===== config.mk =====
export PLATFORM = sky130hd
export DESIGN_NAME = gil_top
export DESIGN_NICKNAME = d
export VERILOG_FILES = /design/src/verilog/gil_pkg.sv /design/src/verilog/gil_top.sv /design/src/verilog/gil_debounce.sv
export SDC_FILE = /design/constraint.sdc
export NUM_CORES = 1
export LEC_CHECK = 0
export CORE_UTILIZATION = 60
export CTS_BUF_LIST = sky130_fd_sc_hd__clkbuf_16
export DETAILED_ROUTE_END_ITERATION = 8
export DONT_BUFFER_PORTS = 1
export HOLD_SLACK_MARGIN = 0.1
export MAX_ROUTING_LAYER = met4
export PLACE_DENSITY = 0.87
export SLEW_MARGIN = 20
export SYNTH_ARGS = -nofsm -noshare
export SYNTH_HDL_FRONTEND = slang
export SYNTH_SLANG_ARGS = --single-unit

===== constraint.sdc =====
create_clock -name i_mclk -period 3.2 [get_ports i_mclk]
set_input_delay 0.48 -clock i_mclk [delete_from_list [all_inputs] [get_ports i_mclk]]
set_output_delay 0.48 -clock i_mclk [all_outputs]
set_load 0.02 [all_outputs]

===== src/verilog/gil_pkg.sv =====
// Constants, register map and carrier types for the pin, interrupt latch and readback block.
// Assumes one 10 MHz system clock and a register port driven by the control interface.
// How it works
// (RULE1) Three-wire select 1 readback uses control-in pin
// (RULE2) Pin outputs readback on 0110, no pulls
// (RULE3) Drive-style bit picks push-pull or open-drain/wired-OR
// (RULE4) Mode bit 15, drive-style bit 14
// (RULE5) Pin driving as output blocks its input
// (RULE6) Per-pin debounce enable selects filtered input
// (RULE7) Debounce advances only on timing ticks
// (RULE8) Polarity 0 high triggers, 1 low triggers
// (RULE9) Latch holds until software writes one
// (RULE10) Status readable anytime, reading never alters
// (RULE11) Level detection re-sets latch after clear
// (RULE12) Internal events latched like pin inputs
// (RULE13) Software flips polarity per edge before clearing
// (RULE14) Interrupt is OR of unmasked latches, invertible
// (RULE15) Interrupt clears only when all latches zero; the code clears it once all unmasked latches are zero
// (RULE16) Pin outputs interrupt on 0111, no pulls
// (RULE17) Debounce passes level after fixed stable ticks
package gil_pkg;
   // Register indices on the control interface
   localparam logic [6:0] GIL_ADDR_STATUS = 7'h12;
   localparam logic [6:0] GIL_ADDR_FSEL_LO = 7'h13;
   localparam logic [6:0] GIL_ADDR_FSEL_HI = 7'h14;
   localparam logic [6:0] GIL_ADDR_PULLS = 7'h15;
   localparam logic [6:0] GIL_ADDR_RB_CTRL = 7'h16;
   localparam logic [6:0] GIL_ADDR_CTRL2 = 7'h17;
   localparam logic [6:0] GIL_ADDR_POL_DEB = 7'h18;
   localparam logic [6:0] GIL_ADDR_MASK = 7'h19;
   // Field positions
   localparam int GIL_BIT_THREE_WIRE = 15;
   localparam int GIL_BIT_DRIVE_STYLE = 14;
   localparam int GIL_BIT_IRQ_OUTPUT_INVERT = 12;
   localparam int GIL_BIT_TRISTATE = 13;
   localparam int GIL_BIT_IRQ_STATUS = 12;
   // Values after reset
   localparam logic [15:0] GIL_RST_RB_CTRL = 16'h8000;
   localparam logic [15:0] GIL_RST_CTRL2 = 16'h0000;
   localparam logic [15:0] GIL_RST_ZERO = 16'h0000;
   localparam logic [11:0] GIL_RST_MASK = 12'hfff;
   // Pin function codes
   localparam logic [3:0] GIL_FN_LOGIC0 = 4'h2;
   localparam logic [3:0] GIL_FN_LOGIC1 = 4'h3;
   localparam logic [3:0] GIL_FN_READBACK = 4'h6;
   localparam logic [3:0] GIL_FN_IRQ = 4'h7;
   // Debounce stable count in timing ticks
   localparam logic [3:0] GIL_DEB_TICKS = 4'h4;

   typedef struct packed {
      logic wr;
      logic rd;
      logic [6:0] addr;
      logic [15:0] wdata;
   } gil_req_type;

   typedef struct packed {
      logic active;
      logic data;
   } gil_rb_type;
endpackage : gil_pkg


===== src/verilog/gil_top.sv =====
// Pin functions, interrupt latches and serial readback routing.
// Assumes the control interface presents register requests on i_mclk and supplies
// the serial readback bit; pin inputs are asynchronous, event inputs are not.
`timescale 1ns/1ps
`default_nettype none
module gil_top (
   // Clock and reset
   input wire logic i_mclk,
   input wire logic i_reset,
   // Register port
   input wire gil_pkg::gil_req_type i_req,
   output logic [15:0] o_reg_rdata,
   // Readback source and timing tick
   input wire gil_pkg::gil_rb_type i_rb,
   input wire logic i_tick,
   // Internal events: temp ok, mic short, mic detect, pll lock
   input wire logic [3:0] i_event,
   // General-purpose pins
   input wire logic [7:0] i_pin_in,
   output logic [7:0] o_pin_out,
   output logic [7:0] o_pin_oe_n,
   // Control data input pin used for three-wire readback
   output logic o_ctl_in_out,
   output logic o_ctl_in_oe_n,
   // Combined interrupt
   output logic o_irq
);
   import gil_pkg::*;

   logic [15:0] rb_ctrl_q;
   logic [15:0] ctrl2_q;
   logic [15:0] fsel_lo_q;
   logic [15:0] fsel_hi_q;
   logic [15:0] pulls_q;
   logic [15:0] pol_deb_q;
   logic [11:0] mask_q;
   logic [11:0] latch_q;
   logic [11:0] latch_d;
   logic [7:0] sync1_q;
   logic [7:0] sync2_q;
   logic [7:0] deb_lvl;
   logic [7:0] pin_drive;
   logic [7:0] pin_val;
   logic [7:0] pin_en;
   logic [7:0] sdo_sel;
   logic [15:0] rdata_d;
   logic [7:0] own1_q;
   logic [7:0] own2_q;
   logic [7:0] irq_sel_vec;

   // Register write and read decode
   wire wr_status = i_req.wr && (i_req.addr == GIL_ADDR_STATUS);
   wire rd_status = i_req.rd && (i_req.addr == GIL_ADDR_STATUS);
   wire [11:0] clr_vec = wr_status ? i_req.wdata[11:0] : 12'h000;
   wire three_wire = rb_ctrl_q[GIL_BIT_THREE_WIRE]; // RULE4
   wire drive_style = rb_ctrl_q[GIL_BIT_DRIVE_STYLE]; // RULE4
   wire tristate = ctrl2_q[GIL_BIT_TRISTATE];
   wire irq_output_invert = ctrl2_q[GIL_BIT_IRQ_OUTPUT_INVERT];
   wire [7:0] polarity = pol_deb_q[7:0];
   wire [7:0] deb_en = pol_deb_q[15:8];
   wire [31:0] fsel = {fsel_hi_q, fsel_lo_q};
   wire irq_raw = |(latch_q & mask_q); // RULE14
   wire irq_pin = irq_raw ^ irq_output_invert; // RULE14

   // Pin input conditioning: pass through two flops, filter, polarity
   wire [7:0] pin_lvl = (deb_en & deb_lvl) | (~deb_en & sync2_q); // RULE6
   // Mask covers the pin now driven and its own drive still in the synchroniser
   wire [7:0] pin_qual = (pin_lvl ^ polarity) & ~(pin_drive | own2_q); // RULE8 RULE5
   wire [11:0] set_vec = {i_event, pin_qual}; // RULE12

   // Per-pin function decode and filter
   genvar gi;
   generate
      for (gi = 0; gi < 8; gi++) begin : g_pin
         wire [3:0] fn = fsel[gi*4 +: 4];
         wire no_pull = !pulls_q[gi] && !pulls_q[gi+8] && !tristate;
         assign sdo_sel[gi] = no_pull && (fn == GIL_FN_READBACK) && !three_wire; // RULE2
         wire irq_sel = no_pull && (fn == GIL_FN_IRQ); // RULE16
         assign irq_sel_vec[gi] = irq_sel;
         wire lvl_sel = no_pull && (fn == GIL_FN_LOGIC0 || fn == GIL_FN_LOGIC1);
         assign pin_drive[gi] = sdo_sel[gi] || irq_sel || lvl_sel;
         assign pin_val[gi] = sdo_sel[gi] ? i_rb.data : (irq_sel ? irq_pin : (fn == GIL_FN_LOGIC1));
         // Wired-OR readback drives only the one, push-pull readback while active, other functions whenever selected
         assign pin_en[gi] = sdo_sel[gi] ? (i_rb.active && (!drive_style || i_rb.data))
                                         : (irq_sel || lvl_sel); // RULE3
         gil_debounce u_deb (
            .i_mclk(i_mclk),
            .i_reset(i_reset),
            .i_tick(i_tick),
            .i_level(sync2_q[gi]),
            .o_level(deb_lvl[gi])
         );
      end
   endgenerate

   // Three-wire readback on the control data input
   wire ctl_en = three_wire && i_rb.active && (!drive_style || !i_rb.data); // RULE1 RULE3

   // Latch: set wins over clear, level sets again after clear
   assign latch_d = (latch_q & ~clr_vec) | set_vec; // RULE9 RULE11

   // Read data select; reading has no side effect
   always_comb begin
      case (i_req.addr)
         GIL_ADDR_STATUS: rdata_d = {3'h0, irq_raw, latch_q}; // RULE10
         GIL_ADDR_FSEL_LO: rdata_d = fsel_lo_q;
         GIL_ADDR_FSEL_HI: rdata_d = fsel_hi_q;
         GIL_ADDR_PULLS: rdata_d = pulls_q;
         GIL_ADDR_RB_CTRL: rdata_d = rb_ctrl_q;
         GIL_ADDR_CTRL2: rdata_d = ctrl2_q;
         GIL_ADDR_POL_DEB: rdata_d = pol_deb_q;
         GIL_ADDR_MASK: rdata_d = {4'h0, mask_q};
         default: rdata_d = 16'h0000;
      endcase
   end

   // Control registers
   always_ff @(posedge i_mclk) begin
      if (i_reset) begin
         rb_ctrl_q <= GIL_RST_RB_CTRL;
         ctrl2_q <= GIL_RST_CTRL2;
         fsel_lo_q <= GIL_RST_ZERO;
         fsel_hi_q <= GIL_RST_ZERO;
         pulls_q <= GIL_RST_ZERO;
         pol_deb_q <= GIL_RST_ZERO;
         mask_q <= GIL_RST_MASK;
      end else if (i_req.wr) begin
         case (i_req.addr)
            GIL_ADDR_RB_CTRL: rb_ctrl_q <= i_req.wdata;
            GIL_ADDR_CTRL2: ctrl2_q <= i_req.wdata;
            GIL_ADDR_FSEL_LO: fsel_lo_q <= i_req.wdata;
            GIL_ADDR_FSEL_HI: fsel_hi_q <= i_req.wdata;
            GIL_ADDR_PULLS: pulls_q <= i_req.wdata;
            GIL_ADDR_POL_DEB: pol_deb_q <= i_req.wdata;
            GIL_ADDR_MASK: mask_q <= i_req.wdata[11:0];
            default: mask_q <= mask_q;
         endcase
      end
   end

   // Latches, synchronisers and registered outputs
   always_ff @(posedge i_mclk) begin
      if (i_reset) begin
         latch_q <= 12'h000;
         sync1_q <= 8'h00;
         sync2_q <= 8'h00;
         o_reg_rdata <= 16'h0000;
         o_pin_out <= 8'h00;
         o_pin_oe_n <= 8'hff;
         o_ctl_in_out <= 1'b0;
         o_ctl_in_oe_n <= 1'b1;
         o_irq <= 1'b0;
      end else begin
         latch_q <= latch_d;
         sync1_q <= i_pin_in;
         sync2_q <= sync1_q;
         o_reg_rdata <= i_req.rd ? rdata_d : o_reg_rdata;
         o_pin_out <= pin_val;
         o_pin_oe_n <= ~(pin_en & pin_drive);
         o_ctl_in_out <= i_rb.data;
         o_ctl_in_oe_n <= !ctl_en;
         o_irq <= irq_pin; // RULE14 RULE15
      end
   end

   // Drive history, two deep like the synchroniser, so a pin just released
   // cannot latch, while its debounce is off, the level that it was itself driving a moment ago
   always_ff @(posedge i_mclk) begin
      if (i_reset) begin
         own1_q <= 8'h00;
         own2_q <= 8'h00;
      end else begin
         own1_q <= ~o_pin_oe_n; // RULE5
         own2_q <= own1_q;
      end
   end
endmodule : gil_top
`default_nettype wire


===== src/verilog/gil_debounce.sv =====
// Debounce filter for one pin input.
// Assumes the level is already synchronised and the tick is a one-cycle pulse on i_mclk.
`timescale 1ns/1ps
`default_nettype none
module gil_debounce (
   // Clock and reset
   input wire logic i_mclk,
   input wire logic i_reset,
   // Filter
   input wire logic i_tick,
   input wire logic i_level,
   output logic o_level
);
   import gil_pkg::*;
   logic [3:0] cnt_q;
   logic [3:0] cnt_d;
   logic out_q;
   logic out_d;
   wire differs = i_level != out_q;
   wire done = i_tick && (cnt_q == GIL_DEB_TICKS - 4'h1);

   // Count ticks of stable new level, restart on any bounce
   always_comb begin
      cnt_d = cnt_q;
      out_d = out_q;
      if (!differs) begin
         cnt_d = 4'h0;
      end else if (done) begin // RULE17
         out_d = i_level;
         cnt_d = 4'h0;
      end else if (i_tick) begin // RULE7
         cnt_d = cnt_q + 4'h1;
      end
   end

   always_ff @(posedge i_mclk) begin
      if (i_reset) begin
         cnt_q <= 4'h0;
         out_q <= 1'b0;
      end else begin
         cnt_q <= cnt_d;
         out_q <= out_d;
      end
   end

   assign o_level = out_q;
endmodule : gil_debounce
`default_nettype wire


# --- After elaboration in Yosys (flattened, before gate mapping) ---
# Index checks and enable logic that the tools add are counted.
# Widths: inputs -> output; s select.
classes:
  muxes: 26
  n_eq_ne: 56
  add_sub_neg: 8
  bitwise: 24
  n_reduce_logical: 139
ops:
  columns: ["op", "count"]
  rows:
  - ["$pmux 16 s8", 1]
  - ["$eq 4x2->1 const B", 24]
  - ["$eq 4x3->1 const B", 16]
  - ["$logic_and 1x1->1", 60]
  - ["$eq 7x5->1 const B", 8]
  - ["$logic_or 1x1->1", 34]
  - ["$add 4x1->4 const B", 8]
  - ["$and 8x8->8", 4]
  - ["$not 8->8", 4]
  - ["$reduce_and 2->1", 15]
  - ["$and 12x12->12", 2]
  - ["$mux 1", 24]
  - ["$reduce_or 3->1", 8]
  - ["$logic_not 1->1", 21]
  - ["$or 8x8->8", 2]
  - ["$mux 12", 1]
  - ["$not 12->12", 1]
  - ["$or 12x12->12", 1]
  - ["$reduce_or 12->1", 1]
  - ["$ne 1x1->1", 8]
  - ["$not 1->1", 8]
  - ["$xor 8x8->8", 1]
  - ["$xor 1x1->1", 1]
word_totals:
  out_inout_bits: 35
  inputBits: 42
  ff_bits: 227

# --- Depth between registers and ports, before layout ---
depth:
  depth_word: 11
  ltp_mapped: 9
  ltp_nobuf: 5

# --- Modules after synthesis ---
# A second synthesis with hierarchy kept.
hier_totals:
  hier_cells: 1090
  hier_area_um2: 9849.4
by_module_without_submodules:
  columns: ["module", "seq_area_each_um2", "cells_per_inst", "area_per_inst_um2", "instances"]
  rows:
  - ["gil_top", 3743.6, 914, 8067.7, 1]
  - ["gil_debounce", 100.1, 22, 222.7, 8]

# --- Worst setup path before layout ---
# OpenSTA, ideal clock, no wires.
synth_path:
  kind: "input to register"
  from: "input port i_req[21] in the netlist's numbering"
  to: "register fsel_lo_q[10]"
  setup_time_ns: 0.142
  arrival_ns: 1.772
  required_ns: 3.058
  cell_stages: 6
  setup_slack_ns: 1.286
  path_buffers: 1
  path_cell_list: "or4b_4 nor3_2 nand2_2 buf_2 nand2_1 a21oi_2"
synth_between:
  elab_chain_cells: 2
synth_lines:
  columns: ["element", "line", "rtl"]
  rows:
  - ["start: declaration", "gil_top.sv:11", "input wire gil_pkg::gil_req_type i_req,"]
  - ["$eq 7x5->1", "gil_top.sv:128", "case (i_req.addr)"]
  - ["$reduce_and 2->1 (no source line)", null, null]
  - ["end signal: assignment", "gil_top.sv:131", "GIL_ADDR_FSEL_LO: fsel_lo_q <= i_req.wdata;"]
  - ["end: declaration", "gil_top.sv:32", "logic [15:0] fsel_lo_q;"]
# No other way between the ends.
# A chain may end at the register's enable or synchronous reset.

# --- Worst setup path in the final report ---
layout_path:
  from: "input port i_req[21] in the netlist's numbering"
  to: "register fsel_hi_q[3]"
layout_between:
  elab_chain_cells: 2
layout_lines:
  columns: ["element", "line", "rtl"]
  rows:
  - ["$eq 7x5->1", "gil_top.sv:128", null]
  - ["$reduce_and 2->1 (no source line)", null, null]
  - ["end signal: assignment", "gil_top.sv:132", "GIL_ADDR_FSEL_HI: fsel_hi_q <= i_req.wdata;"]
  - ["end: declaration", "gil_top.sv:33", "logic [15:0] fsel_hi_q;"]
# No other way between the ends.

==> out/summary.txt <==
status: finished clean
Port Buffers: 0
FILL cells: 1120
global-route wire length before repair: 40570 um
Post-CTS Setup Repair Bufs: 0
Congestion Overflow GR: 0
critical path data arrival time: 2.72 ns
Crit-path slowest cell: nand3_2
final layout net count: 1050
setup TNS: 0 ns
Sequential Power Share: 51.2%
Net Count, Synth: 1046
Post-DRT Antenna Nets: 0
Die H: 128.8 um
simple-gate share of the synthesized area: 19.18%
DP Worst Slack: 0.8941 ns
largest net degree at the start of global routing: 149
1st-iter DRT viols: 845
WP data required: 3.61 ns
Final Skew: 0.02265 ns
total of max-cap violations: 0
Core Util, Final: 69.81%
critical path's largest stage delay: 0.57 ns
post-synthesis compound-gate area fraction: 10.12%
worst hold path depth: 2
final setup fails: 0
Mapped Cells: 996
P per Cell Area: 521.9 nW/um2
most used flip-flop cell after synthesis: dfxtp_1
worst hold path endpoint: ctrl2_q[7]
switching share of power: 22.51%
post-synthesis sequential area ratio: 47.10%
HP Class: in -> reg
Post-synth EDFFs: 0
Clock power frac: 45.1%
Crit. End Element: flip-flop
Die W: 128.8 um
Detailed Place HPWL: 16060 um
PostCTS Resize Cnt: 0
CTS clk-pin slew, worst paths: 0.06 ns
Final WS setup: 0.8910 ns
maximum fanout along the worst path: 16
max-slew violation count: 0
post-route cell area: 10770 um2
DRC Markers: 0
hold_sp: i_req[7]
Initial Util: 62.54%
Area contributors post-synth: dfxtp_1, mux2i_1, nor2_1
reg2reg start: latch_q[7]
io pins: 77
H-tree depth: 1
post-synthesis mux area share: 15.02%
Final Hold Viols: 0
Core ar.: 15430 um2
Worst Reg-to-Reg Cells: 5
routed vias: 7897
Yosys top cell area share: 47.10%
ys async rst share: 0%
die area: 16590 um2
CP Buf/Inv Count: 1
buffer depth of the longest clock path: 3
post-synth cell types: 56
Combinational Power Share: 3.7%
r2r endpoint: o_pin_out[0]
Synthesis Warnings: 0
Synth-to-Final Area Change: 11.63%
peak supply drop: 364.8 uV
adder-cell share of the synthesized area: 1.037%
drt pass-1 iters: 7
Num CTS Buffers: 24
Rel. slew slack: 33.41%
CP Launch Type: input port
WHS: 0.1020 ns
register area: 4544 um2
most common cell after layout, fill and taps aside: dfxtp_1
WL final: 26510 um
CTS tree: yes
RSZ-0062 raised after global routing: false
CTS root buf: clkbuf_16
# diodes: 0
Tot GR Track Use: 33.15%
cell area after synthesis: 9648 um2
post-route clock period utilization: 72.15%
layout cells sized above 1: 7.367%
global placement routability congestion: 0.9390
Clock Latency Late Sink: 0.53 ns
Sw Pwr: 1.265 mW
largest family of logic cells by synthesized area: simple AND/OR/NAND/NOR gates
Top delay family on crit path: simple AND/OR/NAND/NOR gates
synthesis-stage register bit count: 227
fmax: 0.4331 GHz
slew at the pin closest to its max-slew limit: 0.9945 ns
cell internal pwr: 4.356 mW
Reg2Reg Setup Slack: 0.92 ns
area of the multi-input gates: 4735 um2
Crit Path Class: in -> reg
Tmin final: 2.309 ns
initial antenna violation count: 0
Synth area leader: dfxtp_1
average cell area after synthesis: 9.687 um2
DR WL/cell: 21.57 um
clk sink count: 227
leakage: 4.329 nW
Via density: 6.426
Post-Synth XOR/XNOR Area: 3.722%
CP Cell Sequence: nor3b_2 -> and2_1 -> nand3_2 -> mux2i_1 -> nor2_1 -> dlygate4sd3_1
vias in the first global route: 7322
most frequent cells in the layout: dfxtp_1, nor2_1, mux2i_1, nand2_1, nor2b_1
placed cell area: 9637 um2
Cell Rows: 45
## sequential cells by signal, indices dropped and copies added (netlist names), 12 cells and up
register / count
g_pin.u_deb.cnt_q: 32
rb_ctrl_q: 16
fsel_hi_q: 16
latch_q: 12
fsel_lo_q: 16
ctrl2_q: 16
pol_deb_q: 16
mask_q: 12
o_reg_rdata: 16
pulls_q: 16
## layer usage
metal	vias to the layer above	global-route usage (%)	wire length (um)
li1	3505	-	-
met1	3711	40.97	10020
met2	537	49.06	11540
met3	144	9.064	3331
met4	0	18.27	1621
met5	-	-	0
## synth_stat cells, drive strengths merged, types with 4 or more instances
library cell,count
dfxtp,227
nor2,130
mux2i,111
nand2,111
a21oi,46
clkbuf,44
nor2b,40
nand3,28
buf,25
xor2,24
xnor2,17
a22o,15
mux4,15
a211o,13
nor3,13
o221ai,12
inv,11
nand4,11
a22oi,10
nand2b,10
nor4,10
a211oi,8
ha,8
or3,8
a41o,7
o31ai,7
a31oi,6
or4,6
nand3b,4
nand4b,4
## power by group through the flow
stage / logic [mW] / registers (mW) / clock network (mW)
global route: 0.217 / 2.88 / 2.66
finish: 0.208 / 2.88 / 2.54
detailed placement: 0.130 / 2.94 / 0
floorplan: 0.185 / 2.93 / 0
CTS: 0.201 / 2.87 / 2.54
global placement: 0.127 / 2.94 / 0
## final cells by class
cell class	count	share of cell area, %
Sequential cell	227	42.19
Timing Repair Buffer	47	4.368
Clock buffer	25	5.809
Clock inverter	19	0.8364
Tap cell	211	2.451
Multi-Input combinational cell	689	43.96
Inverter	11	0.3834
## worst max-delay path by stage
stage | start | endpoint | depth (start not counted)
4_1_cts | i_req[21] | fsel_hi_q[3] | 6
3_5_place_dp | i_req[21] | rb_ctrl_q[15] | 4
6_report | i_req[21] | fsel_hi_q[3] | 6
2_1_floorplan | i_req[21] | fsel_lo_q[10] | 6
5_1_grt | i_req[21] | rb_ctrl_q[12] | 6
3_3_place_gp | i_req[21] | rb_ctrl_q[15] | 4
## kinds of logic (layout without fill, tap and decap cells)
family	count (synthesis)	in the layout
mux	126	126
simple gates	382	382
buf+inv	80	102
xor+xnor	41	41
compound gates	132	132
flops	227	227
fa+ha+maj	8	8
## metrics by stage
step,std cells,power [mW]
after floorplan,996,3.116
after global placement,1145,3.064
after detailed placement,1145,3.067
after CTS,1229,5.618
after global routing,1229,5.754
final,1229,5.622
## what timing repair did
action | CTS | global route
endpoints found under the hold margin | 162 | 0
hold buffers | 40 | 0
setup endpoints to repair | 0 | 0
(Power assumes the default switching activity.)
